$ cat src/design/spc_pkg.sv
// Package: register map, field positions, reset values and carriers of the SPI unit
`default_nettype none
package spc_pkg;
  // ****************************************************************
  // Register byte addresses
  // ****************************************************************
  localparam logic [7:0] OFF_CONTROL_ONE      = 8'h00;
  localparam logic [7:0] OFF_CONTROL_TWO      = 8'h04;
  localparam logic [7:0] OFF_BIT_RATE_DIVIDER = 8'h08;
  localparam logic [7:0] OFF_FLAG_STATUS      = 8'h0C;
  localparam logic [7:0] OFF_SHIFT_DATA       = 8'h10;
  localparam logic [7:0] OFF_WAIT_CTRL        = 8'h14;

  // ****************************************************************
  // Field positions
  // ****************************************************************
  localparam int RX_FAULT_IRQ_EN_BIT   = 7;
  localparam int SYSTEM_ENABLE_BIT     = 6;
  localparam int TX_EMPTY_IRQ_EN_BIT   = 5;
  localparam int MASTER_SELECT_BIT     = 4;
  localparam int CLOCK_POLARITY_BIT    = 3;
  localparam int CLOCK_PHASE_BIT       = 2;
  localparam int SELECT_OUTPUT_EN_BIT  = 1;
  localparam int LOW_BIT_FIRST_BIT     = 0;
  localparam int FAULT_DETECT_EN_BIT   = 4;
  localparam int BIDIR_OUTPUT_EN_BIT   = 3;
  localparam int WAIT_CLOCK_STOP_BIT   = 1;
  localparam int SINGLE_WIRE_SEL_BIT   = 0;
  localparam int RX_FULL_FLAG_BIT      = 7;
  localparam int TX_EMPTY_FLAG_BIT     = 5;
  localparam int FAULT_FLAG_BIT        = 4;

  // ****************************************************************
  // Implemented-bit masks and reset values
  // ****************************************************************
  localparam logic [7:0] CONTROL_TWO_MASK = 8'h1B;
  localparam logic [7:0] BIT_RATE_MASK    = 8'h77;
  localparam logic [7:0] CONTROL_ONE_RST  = 8'h04;
  localparam logic [7:0] CONTROL_TWO_RST  = 8'h00;
  localparam logic [7:0] BIT_RATE_RST     = 8'h00;
  localparam logic [1:0] RESP_OKAY        = 2'h0;
  localparam logic [1:0] RESP_SLVERR      = 2'h2;
  localparam int         BITS_PER_BYTE    = 8;

  // Transfer engine states, Gray along idle-lead-run-trail
  typedef enum logic [1:0] {
    ST_IDLE  = 2'b00,
    ST_LEAD  = 2'b01,
    ST_RUN   = 2'b11,
    ST_TRAIL = 2'b10
  } spc_state_type;

  // Serial pins: inputs
  typedef struct packed {
    logic clkIn;
    logic mosiIn;
    logic misoIn;
    logic selIn;
  } spc_pin_in_type;

  // Serial pins: outputs and enables
  typedef struct packed {
    logic clkOut;
    logic clkOe;
    logic mosiOut;
    logic mosiOe;
    logic misoOut;
    logic misoOe;
    logic selOut;
    logic selOe;
  } spc_pin_out_type;
endpackage
`default_nettype wire

$ cat src/design/spc_unit.sv
// Module: SPI unit with AXI4-Lite register slave, double buffers and shifter
//
// Contract
// RULE_01 - Software writes control one, then control two, then bit rate when master.
// RULE_02 - Control one bit 7 masks receive-full and fault interrupts; 0 suppresses.
// RULE_03 - Control one bit 6 set enables the whole serial system.
// RULE_04 - Control one bit 5 lets transmit-empty flag request an interrupt.
// RULE_05 - Control one bit 4: 1 master role, 0 slave role.
// RULE_06 - Control one bit 3 sets clock polarity; 0 idles low.
// RULE_07 - Control one bit 2 phase; 1 puts first edge at bit start.
// RULE_08 - Control one bit 1 picks select pin as auto output or fault input.
// RULE_09 - Control one bit 0 bit order; 0 MSB first, 1 LSB first.
// RULE_10 - Control two bits 7:5, 2 unimplemented; bit 4 enables fault detection.
// RULE_11 - Control two bit 3 drives shared data pin; 0 makes it input.
// RULE_12 - Control two bit 1 stops serial clocks in wait; 0 keeps running.
// RULE_13 - Control two bit 0: 0 separate pins, 1 shared bidirectional pin.
// RULE_14 - Bit rate holds prescale 6:4, divisor 2:0; code 000 gives 1 and 2.
// RULE_15 - Fastest master serial clock is bus clock divided by two.
// RULE_16 - Status bit 7 set when receive buffer holds a complete byte.
// RULE_17 - Status bit 5 set when transmit buffer is empty.
// RULE_18 - Status bit 4 is master fault flag; bits 6, 3:0 unimplemented.
// RULE_19 - Data address: writes load transmit buffer, reads return receive buffer.
// RULE_20 - Interrupt request when any flag is set with its mask set; the transmit-empty request also needs the system enabled.
// RULE_21 - Fault sets flag, clears master select, disables clock and data drivers.
// RULE_22 - Fault flag clears after status read while set, then control one write.
// RULE_23 - Data write while empty loads buffer and clears empty flag until moved.
//
// Local design decisions: the address map and the AXI4-Lite slave port.
`default_nettype none
module spc_unit (
  input  wire logic                     mclk,
  input  wire logic                     nrst,
  input  wire logic                     clkEn,
  input  wire logic                     cpuWait,
  input  wire logic [7:0]               awaddr,
  input  wire logic                     awvalid,
  output logic                          awready,
  input  wire logic [31:0]              wdata,
  input  wire logic [3:0]               wstrb,
  input  wire logic                     wvalid,
  output logic                          wready,
  output logic [1:0]                    bresp,
  output logic                          bvalid,
  input  wire logic                     bready,
  input  wire logic [7:0]               araddr,
  input  wire logic                     arvalid,
  output logic                          arready,
  output logic [31:0]                   rdata,
  output logic [1:0]                    rresp,
  output logic                          rvalid,
  input  wire logic                     rready,
  input  wire spc_pkg::spc_pin_in_type  pinIn,
  output spc_pkg::spc_pin_out_type      pinOut,
  output logic                          irqReq
);
  // ****************************************************************
  // State record
  // ****************************************************************
  typedef struct packed {
    logic [7:0]             ctl1;
    logic [7:0]             ctl2;
    logic [7:0]             rate;
    logic                   waitCtl;
    logic                   rxFull;
    logic                   txEmpty;
    logic                   fault;
    logic                   faultSeen;
    logic [7:0]             txBuf;
    logic [7:0]             rxBuf;
    logic [7:0]             shift;
    logic [3:0]             edges;
    logic [10:0]            divCnt;
    logic                   sck;
    logic                   sckPrev;
    logic                   selPrev;
    spc_pkg::spc_state_type st;
    logic                   awHeld;
    logic [7:0]             awAddr;
    logic                   wHeld;
    logic [7:0]             wByte;
    logic                   wLane;
    logic                   bv;
    logic [1:0]             br;
    logic                   rv;
    logic [31:0]            rd;
    logic [1:0]             rr;
    logic                   dataOut;
  } spc_regs_type;

  spc_regs_type r_q;
  spc_regs_type r_d;

  // Half period in bus clocks: prescale times divisor/2
  function automatic logic [10:0] halfPeriod(input logic [7:0] rate);
    logic [10:0] pre;
    logic [10:0] div;
    pre = {8'h00, rate[6:4]} + 11'h001;                       // RULE_14
    div = 11'h001 << rate[2:0];                               // RULE_14 RULE_15
    halfPeriod = 11'(pre * div);
  endfunction

  // Register address match on the word
  function automatic logic hit(input logic [7:0] a, input logic [7:0] off);
    hit = (a[7:2] == off[7:2]);
  endfunction

  logic       enabled;
  logic       master;
  logic       clock_polarity;
  logic       clock_phase;
  logic       lsbFirst;
  logic       faultIn;
  logic       autoSel;
  logic       single;
  logic       sampleIn;
  logic       selLow;
  logic       pinEdge;
  logic       lead;
  logic [7:0] readByte;

  assign enabled  = r_q.ctl1[spc_pkg::SYSTEM_ENABLE_BIT];      // RULE_03
  assign master   = r_q.ctl1[spc_pkg::MASTER_SELECT_BIT];      // RULE_05
  assign clock_polarity     = r_q.ctl1[spc_pkg::CLOCK_POLARITY_BIT];
  assign clock_phase     = r_q.ctl1[spc_pkg::CLOCK_PHASE_BIT];
  assign lsbFirst = r_q.ctl1[spc_pkg::LOW_BIT_FIRST_BIT];
  assign single   = r_q.ctl2[spc_pkg::SINGLE_WIRE_SEL_BIT];    // RULE_13
  // Select pin is a fault input as master, detect on, auto-select off
  assign faultIn  = master && r_q.ctl2[spc_pkg::FAULT_DETECT_EN_BIT]
                    && !r_q.ctl1[spc_pkg::SELECT_OUTPUT_EN_BIT];       // RULE_08 RULE_10
  assign autoSel  = master && r_q.ctl2[spc_pkg::FAULT_DETECT_EN_BIT]
                    && r_q.ctl1[spc_pkg::SELECT_OUTPUT_EN_BIT];        // RULE_08
  // Shared pin: master uses MOSI wire, slave uses MISO wire
  assign sampleIn = master ? (single ? pinIn.mosiIn : pinIn.misoIn)
                           : (single ? pinIn.misoIn : pinIn.mosiIn);   // RULE_13
  assign selLow   = !pinIn.selIn;
  // Slave clock edge seen on the pin, polarity removed
  assign pinEdge  = (pinIn.clkIn ^ clock_polarity) != r_q.sckPrev;                // RULE_06
  // Leading edges are the odd ones counted from one
  assign lead     = !r_q.edges[0];

  // ****************************************************************
  // Next-state logic
  // ****************************************************************
  always_comb begin
    logic       doEdge;
    r_d      = r_q;
    doEdge   = 1'b0;
    readByte = 8'h00;
    r_d.sckPrev = pinIn.clkIn ^ clock_polarity;
    r_d.selPrev = selLow;

    // Bus write channels may arrive in either order
    if (awvalid && awready) begin
      r_d.awHeld = 1'b1;
      r_d.awAddr = awaddr;
    end
    if (wvalid && wready) begin
      r_d.wHeld = 1'b1;
      r_d.wByte = wdata[7:0];
      r_d.wLane = wstrb[0];
    end
    if (bvalid && bready) begin
      r_d.bv = 1'b0;
    end
    if (rvalid && rready) begin
      r_d.rv = 1'b0;
    end

    // Write execute once both halves are held
    if (r_q.awHeld && r_q.wHeld && !r_q.bv) begin
      r_d.awHeld = 1'b0;
      r_d.wHeld  = 1'b0;
      r_d.bv     = 1'b1;
      r_d.br     = spc_pkg::RESP_OKAY;
      if (hit(r_q.awAddr, spc_pkg::OFF_CONTROL_ONE)) begin
        if (r_q.wLane) begin
          r_d.ctl1 = r_q.wByte;
        end
        // Clear completes only after a status read saw the flag
        if (r_q.faultSeen) begin
          r_d.fault     = 1'b0;                                 // RULE_22
          r_d.faultSeen = 1'b0;
        end
      end else if (hit(r_q.awAddr, spc_pkg::OFF_CONTROL_TWO)) begin
        if (r_q.wLane) begin
          r_d.ctl2 = r_q.wByte & spc_pkg::CONTROL_TWO_MASK;     // RULE_10
        end
      end else if (hit(r_q.awAddr, spc_pkg::OFF_BIT_RATE_DIVIDER)) begin
        if (r_q.wLane) begin
          r_d.rate = r_q.wByte & spc_pkg::BIT_RATE_MASK;        // RULE_14
        end
      end else if (hit(r_q.awAddr, spc_pkg::OFF_SHIFT_DATA)) begin
        // A write while full is dropped; software polls the flag first
        if (r_q.wLane && r_q.txEmpty) begin
          r_d.txBuf   = r_q.wByte;                              // RULE_19
          r_d.txEmpty = 1'b0;                                   // RULE_23
        end
      end else if (hit(r_q.awAddr, spc_pkg::OFF_WAIT_CTRL)) begin
        if (r_q.wLane) begin
          r_d.waitCtl = r_q.wByte[0];
        end
      end else if (!hit(r_q.awAddr, spc_pkg::OFF_FLAG_STATUS)) begin
        r_d.br = spc_pkg::RESP_SLVERR;
      end
    end

    // Read path; data read pops the receive buffer
    if (arvalid && arready) begin
      r_d.rv = 1'b1;
      r_d.rr = spc_pkg::RESP_OKAY;
      if (hit(araddr, spc_pkg::OFF_CONTROL_ONE)) begin
        readByte = r_q.ctl1;
      end else if (hit(araddr, spc_pkg::OFF_CONTROL_TWO)) begin
        readByte = r_q.ctl2;
      end else if (hit(araddr, spc_pkg::OFF_BIT_RATE_DIVIDER)) begin
        readByte = r_q.rate;
      end else if (hit(araddr, spc_pkg::OFF_FLAG_STATUS)) begin
        readByte[spc_pkg::RX_FULL_FLAG_BIT]  = r_q.rxFull;      // RULE_16 RULE_18
        readByte[spc_pkg::TX_EMPTY_FLAG_BIT] = r_q.txEmpty;     // RULE_17
        readByte[spc_pkg::FAULT_FLAG_BIT]    = r_q.fault;
        if (r_q.fault) begin
          r_d.faultSeen = 1'b1;                                 // RULE_22
        end
      end else if (hit(araddr, spc_pkg::OFF_SHIFT_DATA)) begin
        readByte   = r_q.rxBuf;                                 // RULE_19
        r_d.rxFull = 1'b0;
      end else if (hit(araddr, spc_pkg::OFF_WAIT_CTRL)) begin
        readByte[0] = r_q.waitCtl;
      end else begin
        r_d.rr = spc_pkg::RESP_SLVERR;
      end
      r_d.rd = {24'h000000, readByte};
    end

    // ****************************************************************
    // Transfer engine
    // ****************************************************************
    if (!enabled) begin
      r_d.st      = spc_pkg::ST_IDLE;
      r_d.sck     = 1'b0;
      r_d.txEmpty = 1'b1;
      r_d.rxFull  = 1'b0;
    end else if (faultIn && selLow) begin
      // Another master is driving us: back off at once
      r_d.fault = 1'b1;                                         // RULE_21
      r_d.ctl1[spc_pkg::MASTER_SELECT_BIT] = 1'b0;              // RULE_21
      r_d.st    = spc_pkg::ST_IDLE;
      r_d.sck   = 1'b0;
    end else if (master) begin
      // Clocks freeze in wait only when asked to
      if (!(cpuWait && r_q.ctl2[spc_pkg::WAIT_CLOCK_STOP_BIT])) begin   // RULE_12
        case (r_q.st)
          spc_pkg::ST_IDLE: begin
            if (!r_q.txEmpty) begin
              r_d.shift   = r_q.txBuf;
              r_d.txEmpty = 1'b1;                               // RULE_23
              r_d.edges   = 4'h0;
              r_d.divCnt  = halfPeriod(r_q.rate);
              r_d.st      = spc_pkg::ST_LEAD;
              r_d.dataOut = lsbFirst ? r_q.txBuf[0] : r_q.txBuf[7];  // RULE_09
            end
          end
          spc_pkg::ST_LEAD, spc_pkg::ST_RUN, spc_pkg::ST_TRAIL: begin
            if (r_q.divCnt > 11'h001) begin
              r_d.divCnt = r_q.divCnt - 11'h001;
            end else begin
              r_d.divCnt = halfPeriod(r_q.rate);
              if (r_q.st == spc_pkg::ST_LEAD) begin
                r_d.st = spc_pkg::ST_RUN;
              end else if (r_q.st == spc_pkg::ST_TRAIL) begin
                r_d.st = spc_pkg::ST_IDLE;
              end else begin
                doEdge    = 1'b1;
                r_d.sck   = !r_q.sck;
                r_d.edges = r_q.edges + 4'h1;
                if (r_q.edges == 4'(2 * spc_pkg::BITS_PER_BYTE - 1)) begin
                  r_d.st = spc_pkg::ST_TRAIL;
                end
              end
            end
          end
          default: begin
            r_d.st = spc_pkg::ST_IDLE;
          end
        endcase
      end
    end else begin
      // Slave: edges come from the pin while selected
      if (selLow && !r_q.selPrev) begin
        r_d.shift   = r_q.txBuf;
        r_d.txEmpty = 1'b1;
        r_d.edges   = 4'h0;
        r_d.dataOut = lsbFirst ? r_q.txBuf[0] : r_q.txBuf[7];
      end else if (selLow && pinEdge) begin
        doEdge    = 1'b1;
        r_d.edges = r_q.edges + 4'h1;
      end
    end

    // Sample on the data-valid edge, shift on the other
    if (doEdge) begin
      if (lead ^ clock_phase) begin                                    // RULE_07
        if (lsbFirst) begin
          r_d.shift = {sampleIn, r_q.shift[7:1]};               // RULE_09
        end else begin
          r_d.shift = {r_q.shift[6:0], sampleIn};
        end
        if (r_q.edges == 4'(2 * spc_pkg::BITS_PER_BYTE - 1) - 4'(!clock_phase)) begin
          // Overrun keeps the older byte
          if (!r_q.rxFull) begin
            r_d.rxBuf  = r_d.shift;
            r_d.rxFull = 1'b1;                                  // RULE_16
          end
        end
      end else begin
        r_d.dataOut = lsbFirst ? r_q.shift[0] : r_q.shift[7];
      end
    end
  end

  // ****************************************************************
  // State register
  // ****************************************************************
  always_ff @(posedge mclk or negedge nrst) begin
    if (!nrst) begin
      r_q         <= '0;
      r_q.ctl1    <= spc_pkg::CONTROL_ONE_RST;
      r_q.ctl2    <= spc_pkg::CONTROL_TWO_RST;
      r_q.rate    <= spc_pkg::BIT_RATE_RST;
      r_q.txEmpty <= 1'b1;
      r_q.st      <= spc_pkg::ST_IDLE;
    end else if (clkEn) begin
      r_q <= r_d;
    end
  end

  // ****************************************************************
  // Bus handshakes and outputs
  // ****************************************************************
  // One write and one read at a time keeps the slave simple
  assign awready = !r_q.awHeld && !r_q.bv && clkEn;
  assign wready  = !r_q.wHeld && !r_q.bv && clkEn;
  assign arready = !r_q.rv && clkEn;
  assign bvalid  = r_q.bv;
  assign bresp   = r_q.br;
  assign rvalid  = r_q.rv;
  assign rdata   = r_q.rd;
  assign rresp   = r_q.rr;

  // Interrupt request from flags gated by masks
  assign irqReq = (r_q.ctl1[spc_pkg::RX_FAULT_IRQ_EN_BIT]         // RULE_02 RULE_20
                   && (r_q.rxFull || r_q.fault))
                  || (r_q.ctl1[spc_pkg::TX_EMPTY_IRQ_EN_BIT]      // RULE_04
                   && r_q.txEmpty && enabled);

  // Pin drivers; every driver is off while the fault flag is set
  always_comb begin
    pinOut         = '0;
    pinOut.clkOut  = r_q.sck ^ clock_polarity;                            // RULE_06
    pinOut.selOut  = (r_q.st == spc_pkg::ST_IDLE);
    pinOut.mosiOut = r_q.dataOut;
    pinOut.misoOut = r_q.dataOut;
    if (enabled && !r_q.fault) begin
      if (master) begin
        pinOut.clkOe  = 1'b1;                                   // RULE_21
        pinOut.mosiOe = !single || r_q.ctl2[spc_pkg::BIDIR_OUTPUT_EN_BIT];  // RULE_11
        pinOut.selOe  = autoSel;
      end else if (selLow) begin
        pinOut.misoOe = !single || r_q.ctl2[spc_pkg::BIDIR_OUTPUT_EN_BIT];  // RULE_11
      end
    end
  end
endmodule
`default_nettype wire

$ cat config.mk
export PLATFORM = sky130hd
export DESIGN_NAME = spc_unit
export DESIGN_NICKNAME = d
export VERILOG_FILES = /design/src/design/spc_pkg.sv /design/src/design/spc_unit.sv
export SDC_FILE = /design/constraint.sdc
export NUM_CORES = 1
export LEC_CHECK = 0
export BUFFER_PORTS_ARGS = -buffer_cell sky130_fd_sc_hd__buf_2
export CAP_MARGIN = 15
export CORE_MARGIN = 3
export CORE_UTILIZATION = 30
export DETAILED_ROUTE_END_ITERATION = 10
export GPL_ROUTABILITY_DRIVEN = 0
export GPL_TIMING_DRIVEN = 0
export PLACE_DENSITY = 0.48
export SLEW_MARGIN = 10
export SYNTH_ARGS = -nofsm -noshare
export SYNTH_HDL_FRONTEND = slang
export SYNTH_SLANG_ARGS = --single-unit
$ cat constraint.sdc
create_clock -name mclk -period 10.95 [get_ports mclk]
set_clock_uncertainty 0.2 [all_clocks]
set_input_delay 2.19 -clock mclk [delete_from_list [all_inputs] [get_ports mclk]]
set_output_delay 2.19 -clock mclk [all_outputs]
set_load 0.005 [all_outputs]
==> metrics.md, run 1 <==
| Metric | Value |
|---|---|
| Clock Latency Late Sink | 350 ps |
| Vias/cell | approximately 4.9 |
| FF+latch area | 2430 um2 |
| Max_slew headroom | 0.351 |
| Yosys warns | 0 |
| Fillers | 2,057 |
| CP Max Fanout | 4 |
| Pre-antenna DRT Iters | 5 |
| CTS clock-pin slew for the worst setup and hold paths | 70 ps |
| # rows | 51 |
| Port Buffers | between 50 and 60 |
| Final setup viols | 0 |
| Synth Instances | 637 |
| Grt ovf | 0 |
| Comb power frac | 0.285 |
| Area leader, netlist | dfrtp_1 |
| Die area | 22,400 um2 |
| VDD IR max | slightly below 0.09 mV |
| CP arrival | 3270 ps |
| CP required | around 8600 ps |
| Most frequent cells in the layout | dfrtp_1, buf_2, nand2_1, nor2_1, mux2_2 |
| Dominant synthesized flop cell | dfrtp_1 |
| Distinct cell type count after synthesis | 72 |
| Fin crit share | 0.517 |
| Worst hold slack | a little under 300 ps |
| Syn-to-layout area delta | 16.4% |
| Post-CTS sizing | 0 |
| RSZ-0062 raised after global routing | false |
| Clock Path Buffers | 2 |
| Area contributors post-synth | dfrtp_1, mux2_2, buf_4 |
| Fin. Hold Viols | 0 |
| TNS Setup | 0 ps |
| Area of the multi-input gates | 3340 um2 |
| Critical Path Start Type | input port |
| Seq cells post-synth | 97 |
| Total Routed Length | about 16,000 um |
| CP max stage cell | nor4b_1 |
| Metal-1 WL | 7510 um |
| First-pass GRT wire length | between 20,000 and 30,000 um |
| Crit. End Element | output port |
| Cell Area, Placed | slightly below 7000 um2 |
| Sw Share | 0.357 |
| Commonest non-fill, non-tap cell in the layout | dfrtp_1 |
| Core Footprint | 19,800 um2 |
| Wirelength per Cell | roughly 16 um |
| Die height | 150 um |
| Antenna Nets Post-Route | 0 |
| Pwr dens | 163 nW/um2 |
| Worst slew pin tran | 960 ps |
| Post-synthesis sequential area ratio | 0.392 |
| Post-Layout Inst Area | 7210 um2 |
| Met3 WL | 879 um |
| Most frequent CP cell | buf_2 |
| Die Width | 150 um |
| Initial Util | 0.312 |
| Cell internal pwr | 0.756 mW |
| CTS tree | yes |
| Layout cells sized above 1 | 0.249 |
| Number of global-route vias before repair | 4,916 |
| Max Freq | 0.177 GHz |
| Io pins | 115 |
| DR iter-0 viols | between 200 and 300 |
| Top-area cell type share of the netlist area | 0.384 |
| Clk sinks | 97 |
| Diodes inserted | 0 |
| Largest net degree at the start of global routing | 54 |
| DP HPWL | 12,400 um |
| Num CTS Buffers | 9 |
| Root Buffer | clkbuf_16 |
| Buf/Inv on CP | 2 |
| Uppermost routed layer | met5 |
| Leakage | roughly 3.4 nW |
| DR vias | 4,861 |
| Final worst path period need | ~5700 ps |
| Outcome | completed |
| Mapped Area | just over 6000 um2 |
| Number of synthesized flops with an enable pin | 0 |
| Clock group share of total power | 0.265 |
| CP top delay family | simple AND/OR/NAND/NOR gates |
| Post-CTS setup buffers | 0 |
| GRT Util Overall | 0.146 |
| # hold bufs at CTS | 0 |
| DRC | 0 |
| Nets@finish | between 800 and 900 |
| Fin. max-slew vios | 0 |
| Fraction of registers with async set/reset | 1.00 |
| Met2 wire len | roughly 7400 um |
| H-tree depth | 3 |
| Initial antenna violation count | 1 |
| Part of the power in registers | 0.450 |
| Critical path class | in -> out |
| Mapped Avg Cell Area | 9.72 um2 |
| Max cap viols | 0 |
| Crit path cell chain | buf_2, nor2_1, nor4b_1, buf_2 |
| Psw | 0.420 mW |
| Worst min path class | reg -> reg |
| Final Total Pwr | 1.18 mW |
| CP max stage delay | 510 ps |
==> per-layer routing <==
layer  vias up  GRT usage
li1       2373          -
met1      2349      0.202
met2       123      0.231
met3        14     0.0376
met4         2     0.0302
met5         -          0
==> synth_stat cells (all sizes together) (3+ instances only) <==
library cell / count
dfrtp: 95
nand2: 55
nor2: 55
buf: 43
mux2: 43
inv: 33
o21ai: 33
a21oi: 28
nor3: 23
ha: 21
clkbuf: 20
nand3: 18
nand2b: 16
mux2i: 13
fa: 12
xor2: 11
nor2b: 10
o221a: 8
or3: 8
a31oi: 6
and2: 5
nor4b: 5
o31ai: 5
o21a: 4
o221ai: 4
a211oi: 3
a21o: 3
and3: 3
nand3b: 3
o31a: 3
o41ai: 3
xnor2: 3
==> cell families (layout without fill, tap and decap cells) <==
group	Yosys count	in the layout	share of synthesized area
xor gates and xnor gates	15	15	0.0236
adders and majority gates	33	33	0.0812
AOI/OAI and AO/OA	124	124	0.140
and+or+nand+nor	214	214	0.177
buffers and inverters	96	168	0.0828
other	1	26	0.000606
muxes	57	57	0.103
DFF	97	97	0.392
==> flip-flops by register name (all words and copies together), names as in the netlist <==
signal / flops
bvalid: 1
enabled: 1
rvalid: 1
rresp: 1
r_q: 79
pinOut: 1
rdata: 8
clock_phase: 1
master: 1
lsbFirst: 1
clock_polarity: 1
bresp: 1
==> path summary, 6_finish.rpt <==
path | from | endpoint | slack (ps) | cells after the start
worst max-delay path | pinIn[0] | pinOut[2] | 5290 | 4
worst min-delay path | bresp[1]$_DFFE_PN0P_ | bresp[1]$_DFFE_PN0P_ | 290 | 2
worst max register to register | r_q[112]$_DFFE_PN0P_ | r_q[73]$_DFFE_PN0P_ | 6700 | 14
worst min register to register | bresp[1]$_DFFE_PN0P_ | bresp[1]$_DFFE_PN0P_ | 290 | 2
max in group asynchronous | nrst | clock_phase$_DFFE_PN1P_ | 8120 | 2
min in group asynchronous | nrst | r_q[70]$_DFFE_PN0P_ | 1670 | 1
==> worst min-delay path, cell delays in order, from the launching register on <==
cell and delay, ps:
dfrtp_1 350, nand2_1 50, o21ai_0 60
==> power groups by stage <==
stage | Clock, mW | Sequential (mW) | Combinational (mW)
2_1_floorplan | 0 | 0.496 | 0.248
3_3_place_gp | 0 | 0.534 | 0.327
3_5_place_dp | 0 | 0.537 | 0.334
4_1_cts | 0.323 | 0.530 | 0.337
5_1_grt | 0.336 | 0.542 | 0.373
6_report | 0.312 | 0.529 | 0.335
==> final cells by class <==
type / instances / area share
Sequential cell: 97 / 0.337
Multi-Input combinational cell: 469 / 0.464
Buffer: 63 / 0.0540
Clock inverter: 7 / 0.00850
Clock buffer: 9 / 0.0312
Timing Repair Buffer: 56 / 0.0423
Inverter: 33 / 0.0172
Tap cell: 265 / 0.0460
==> metrics by stage <==
stage,instances,utilization,worst slack [ps]
after floorplan,662,-,5900
after CTS,999,0.363,5300
after global routing,999,0.363,5190
after global placement,982,0.347,5310
final,999,0.363,5290
after detailed placement,983,0.349,5300
No activity file was read; power rests on OpenSTA's default activity.
==> run 2, diff against run 1 <==
Settings changed: PLACE_DENSITY 0.48 to 0.5.
Clock period 10.95 ns to 4.7 ns, I/O delays scaled along.
==> run 2 against run 1 <==
Power up 140%. Final cell count stayed put. First-iteration DRC count decreased by 22%. Setup slack worse by 4800 ps. Critical endpoint is now r_q[73]$_DFFE_PN0P_. Largest power group unchanged. Highest routed layer unchanged.
==> metrics.md, run 2 (synthesized netlist as in run 1, its figures left out) <==
| Metric | Value |
|---|---|
| CTS tree | yes |
| Cell Area, Placed | 6920 um2 (unchanged) |
| Die Width | 150 um (unchanged) |
| Critical Path Start Type | flop |
| Fillers | 2,019 (-1.8%) |
| Initial Util | 0.312 (unchanged) |
| Worst min path class | reg -> reg |
| Pwr dens | 383 nW/um2 (+130%) |
| Met3 WL | 770 um (-12%) |
| Fin crit share | 0.904 |
| Sw Share | 0.356 (-0.00141) |
| Post-CTS sizing | 0 (unchanged) |
| Cell internal pwr | 1.79 mW (+140%) |
| Wirelength per Cell | 15.7 um (-1.9%) |
| Grt ovf | 0 (unchanged) |
| DR iter-0 viols | 225 (-22%) |
| Pre-antenna DRT Iters | 4 (-1) |
| Core Footprint | 19,800 um2 (unchanged) |
| Max Freq | roughly 0.24 GHz |
| Hold path start | rdata[6]$_DFFE_PN0P_ |
| CP required | 4790 ps (-3770 ps) |
| H-tree depth | 3 (unchanged) |
| Post-CTS setup buffers | 0 (unchanged) |
| RSZ-0062 raised after global routing | false |
| Fin. Hold Viols | 0 (unchanged) |
| Final setup viols | 0 (unchanged) |
| Critical path class | reg -> reg |
| Total Routed Length | 15,700 um (-1.9%) |
| Clock Latency Late Sink | 360 ps (about the same) |
| Crit. End Element | flop |
| Syn-to-layout area delta | 16.8% |
| Port Buffers | 55 (unchanged) |
| Num CTS Buffers | 9 (unchanged) |
| Initial antenna violation count | 1 (unchanged) |
| Outcome | completed |
| # rows | 51 (unchanged) |
| FF+latch area | 2430 um2 (unchanged) |
| Max_slew headroom | 0.392 (+0.0410) |
| Leakage | 3.36 nW (+0.29%) |
| Max reg flops | 79 (unchanged) |
| Die height | 150 um (unchanged) |
| Worst R2R Path Depth | 14 (unchanged) |
| Io pins | 115 (unchanged) |
| Diodes inserted | 0 (unchanged) |
| Die area | 22,400 um2 (unchanged) |
| Commonest non-fill, non-tap cell in the layout | dfrtp_1 |
| Metal-1 WL | 7430 um (-1.1%) |
| Fin. max-slew vios | 0 (unchanged) |
| Worst slew pin tran | 899 ps (-60.6 ps) |
| Uppermost routed layer | met5 |
| Final Core Density | 0.364 (+0.00113) |
| DP HPWL | 12,300 um (-1.4%) |
| Met2 wire len | 7300 um (-1.7%) |
| GRT Util Overall | 0.142 (-0.00411) |
| Hold Path Stages | 2 (unchanged) |
| Worst slack, placed | 472 ps (-4830 ps) |
| Reg-to-Reg Start | r_q[112]$_DFFE_PN0P_ |
| Worst Setup SP | r_q[112]$_DFFE_PN0P_ |
| Max cap viols | 0 (unchanged) |
| Layout cells sized above 1 | 0.249 (unchanged) |
| Clock Path Buffers | 2 (unchanged) |
| CP arrival | 4340 ps (+1070 ps) |
| Antenna Nets Post-Route | 0 (unchanged) |
| First-pass GRT wire length | 25,000 um (-2.8%) |
| DRC | 0 (unchanged) |
| Most frequent cells in the layout | dfrtp_1, buf_2, nand2_1, nor2_1, mux2_2 |
| CTS clock-pin slew for the worst setup and hold paths | 80 ps (about the same) |
| Psw | 0.985 mW (+130%) |
| VDD IR max | 0.244 mV (+180%) |
| Part of the power in registers | 0.444 (-0.006) |
| Clock group share of total power | 0.275 (+0.010) |
| Root Buffer | clkbuf_16 |
| # hold bufs at CTS | 0 (unchanged) |
| Clk sinks | 97 (unchanged) |
| Nets@finish | 827 (unchanged) |
| Number of global-route vias before repair | 4,761 (-3.2%) |
| Biggest register | r_q |
| CP Max Fanout | 5 (+1) |
| Area of the multi-input gates | 3340 um2 (unchanged) |
| Largest net degree at the start of global routing | 55 (+1.9%) |
| Comb power frac | 0.280 (-0.005) |
| Vias/cell | 4.94 (+1.5%) |
| Setup ws final | 453 ps (-4840 ps) |
| TNS Setup | 0 ps (unchanged) |
| Final worst path period need | 4250 ps |
| DR vias | 4,935 (+1.5%) |
| Post-Layout Inst Area | 7230 um2 (+0.31%) |
==> run 2: path summary, 6_finish.rpt <==
check | end | slack [ps]
setup / recovery | r_q[73]$_DFFE_PN0P_ | 450
hold / removal | rdata[6]$_DFFE_PN0P_ | 290
setup reg to reg | r_q[73]$_DFFE_PN0P_ | 450
hold reg to reg | rdata[6]$_DFFE_PN0P_ | 290
max in group asynchronous | clock_phase$_DFFE_PN1P_ | 3180
min in group asynchronous | r_q[69]$_DFFE_PN0P_ | 380
==> run 2: final cells by class <==
| class | instances | area share |
|---|---|---|
| multi-input combinational | 469 | 0.462 |
| sequential | 97 | 0.336 |
| buffer | 63 | 0.0538 |
| tap | 265 | 0.0458 |
| timing repair buffer | 56 | 0.0422 |
| clock buffer | 10 | 0.0330 |
| inverter | 33 | 0.0171 |
| clock inverter | 6 | 0.00969 |
==> run 2: per-layer routing <==
| layer | track usage | up-vias |
|---|---|---|
| met5 | 0 | - |
| met4 | 0.0311 | 2 |
| met3 | 0.0327 | 18 |
| met2 | 0.229 | 129 |
| met1 | 0.195 | 2417 |
| li1 | - | 2369 |
==> run 2: power by group through the flow <==
stage	registers (mW)	logic, mW	clock network (mW)
floorplan	1.16	0.578	0
global placement	1.24	0.760	0
detailed placement	1.25	0.776	0
CTS	1.23	0.781	0.784
global route	1.26	0.859	0.815
finish	1.23	0.777	0.763
==> run 2: metrics by stage <==
step	hold WS, ps	power (mW)	std cells
after detailed placement	277	2.02	983
final	285	2.77	999
after floorplan	251	1.73	662
after global routing	334	2.93	999
after CTS	293	2.80	999
after global placement	274	2.00	982
==> run 2: worst max-delay path, stage by stage (launching register included) <==
cell       delay, ps
dfrtp_1          440
ha_1             220
xor2_1           220
nand2_1          160
or3_1            370
fa_1             430
fa_1             510
inv_1             40
ha_1             320
nor2b_1          160
o2111ai_1        180
nand3_1          130
o41a_1           380
o31a_1           290
a21oi_1          130
==> run 3, diff against run 2 <==
Settings changed: CELL_PAD_IN_SITES_DETAIL_PLACEMENT from default to 1, CELL_PAD_IN_SITES_GLOBAL_PLACEMENT from default to 1, CORE_UTILIZATION 30 to 24, PLACE_DENSITY 0.5 to default, PLACE_DENSITY_LB_ADDON from default to 0.1.
==> run 3 against run 2 <==
Maximum frequency decreased by 1.3%. Highest routed layer is now met4. Final cell count up 6.5%. Core utilization shrank 7.5 points. Sequential power about the same. Design area rose by 1.1%. Global-route usage down 0.81 points. Flip-flop and latch count is the same. Clock power is 0.7% lower. Power is 0.91% higher.
==> metrics.md, run 3 (synthesized netlist as in run 1, its figures left out) <==
| Metric | Value |
|---|---|
| Crit. End Element | flop |
| Worst Setup SP | r_q[112]$_DFFE_PN0P_ |
| Num CTS Buffers | 9 (unchanged) |
| Die Width | 167 um (+11%) |
| DP HPWL | 14,500 um (+19%) |
| Total Routed Length | 18,200 um (+16%) |
| Die height | 167 um (+11%) |
| Crit path cell chain | ha_1, xor2_1, nand2_1, or3_1, fa_1, fa_1, inv_1, ha_1, nor2b_1, o2111ai_1, nand3_1, o41a_1, o31a_1, a21oi_1 |
| Reg-to-Reg Start | r_q[112]$_DFFE_PN0P_ |
| Post-CTS setup buffers | 0 (unchanged) |
| Max reg flops | 79 (unchanged) |
| # rows | 58 (+14%) |
| RSZ-0062 raised after global routing | false |
| Max cap viols | 0 (unchanged) |
| Met2 wire len | 8750 um (+20%) |
| Grt ovf | 0 (unchanged) |
| CP Max Fanout | 5 (unchanged) |
| Pwr dens | 382 nW/um2 (-0.21%) |
| Post-CTS sizing | 0 (unchanged) |
| Critical Path Start Type | flop |
| Core Footprint | 25,300 um2 (+27%) |
| Fin crit share | 0.915 (+0.0115) |
| Commonest non-fill, non-tap cell in the layout | dfrtp_1 |
| VDD IR max | 0.197 mV (-19%) |
| Metal-1 WL | 8770 um (+18%) |
| Fin. max-slew vios | 0 (unchanged) |
| Worst min path class | in -> async |
| Diodes inserted | 0 (unchanged) |
| Max_slew headroom | 0.327 (-0.0648) |
| Critical path class | reg -> reg |
| Fillers | 2,952 (+46%) |
| TNS Setup | 0 ps (unchanged) |
| H-tree depth | 3 (unchanged) |
| Layout cells sized above 1 | 0.249 (unchanged) |
| CTS tree | yes |
| CTS clock-pin slew for the worst setup and hold paths | 80 ps (about the same) |
| CP max stage cell | fa_1 |
| Clk sinks | 97 (unchanged) |
| DP Cell Count | 1,048 (+6.6%) |
| Biggest register | r_q |
| CP arrival | 4380 ps (+40 ps) |
| Most frequent cells in the layout | dfrtp_1, buf_2, nand2_1, nor2_1, mux2_2 |
| CP required | 4780 ps (about the same) |
| CP max stage delay | 510 ps (about the same) |
| Max Freq | 0.232 GHz (-1.3%) |
| GRT Util Overall | 0.133 (-0.00815) |
| Syn-to-layout area delta | 18.1% |
| Outcome | completed |
| Io pins | 115 (unchanged) |
| Pre-antenna DRT Iters | 4 (unchanged) |
| Reg-to-reg slack, setup | 400 ps (-50 ps) |
| Clock Path Buffers | 2 (unchanged) |
| Fin. Hold Viols | 0 (unchanged) |
| Largest net degree at the start of global routing | 76 (+38%) |
| Uppermost routed layer | met4 |
| Vias/cell | 4.60 (-6.9%) |
| Leakage | 3.35 nW (-0.18%) |
| Final cell count without fillers | 1,064 (+6.5%) |
| DR vias | 4,895 (-0.81%) |
| Initial Util | 0.245 (-0.0668) |
| Root Buffer | clkbuf_16 |
| Wirelength per Cell | 17.1 um (+9.3%) |
| Number of global-route vias before repair | 5,269 (+11%) |
| Final worst path period need | 4300 ps (+54.2 ps) |
| DR iter-0 viols | 235 (+4.4%) |
| Clock Latency Late Sink | 360 ps (about the same) |
| Worst slew pin tran | 995 ps (+95.8 ps) |
| Final setup viols | 0 (unchanged) |
| Initial antenna violation count | 0 (-1) |
| DRC | 0 (unchanged) |
| Nets@finish | 827 (unchanged) |
| # hold bufs at CTS | 0 (unchanged) |
| Antenna Nets Post-Route | 0 (unchanged) |
| Die area | 27,800 um2 (+24%) |
| First-pass GRT wire length | 29,600 um (+18%) |
| Met3 WL | 487 um (-37%) |
| Port Buffers | 55 (unchanged) |
==> run 3: cell count changes in the layout (fill, tap and decap cells not counted), sizes merged <==
cell,change
clkbuf,-1
clkinvlp,+1
==> run 3: per-stage QoR <==
stage / power, mW / util / worst slack (ps) / area (um2) / hold WS [ps]
finish: 2.80 / 0.290 / 399 / 7310 / 230
global route: 3.00 / 0.290 / 108 / 7310 / 231
CTS: 2.85 / 0.290 / 358 / 7310 / 226
detailed placement: 2.07 / 0.277 / 382 / 7010 / 284
global placement: 2.05 / 0.276 / 396 / 6970 / 277
floorplan: 1.73 / - / 821 / 6290 / 251
==> run 3: critical path: cells and delay by family (launching register included) <==
family / cells / cell delay [ps]
and+or+nand+nor: 4 / 840
xor gates and xnor gates: 1 / 240
DFF: 1 / 450
AOI/OAI and AO/OA: 4 / 980
adders and majority gates: 4 / 1480
buffers and inverters: 1 / 40
==> run 3: metal layers <==
| layer | up-vias | track usage |
|---|---|---|
| met3 | 15 | 0.0207 |
| li1 | 2373 | - |
| met2 | 55 | 0.223 |
| met5 | - | 0 |
| met1 | 2452 | 0.183 |
| met4 | 0 | 0.0312 |
==> run 3: path summary, 6_finish.rpt <==
path / to / cells past startpoint
setup / recovery: r_q[73]$_DFFE_PN0P_ / 14
hold / removal: r_q[71]$_DFFE_PN0P_ / 1
setup reg to reg: r_q[73]$_DFFE_PN0P_ / 14
hold reg to reg: rdata[1]$_DFFE_PN0P_ / 2
max in group asynchronous: r_q[108]$_DFFE_PN0P_ / 2
min in group mclk: rdata[1]$_DFFE_PN0P_ / 2
==> run 3: where the power goes <==
part           internal [mW]  switching [mW]  total [mW]
clock                  0.380           0.378       0.758
combinational          0.371           0.427       0.798
sequential              1.02           0.219        1.24
==> run 3: layout make-up <==
type	count	area, um2	area share
Multi-Input combinational cell	469	3340	0.457
Sequential cell	97	2430	0.332
Tap cell	330	413	0.0565
Buffer	63	389	0.0532
Timing Repair Buffer	56	309	0.0423
Clock buffer	9	225	0.0308
Inverter	33	124	0.0169
Clock inverter	7	80.1	0.0109
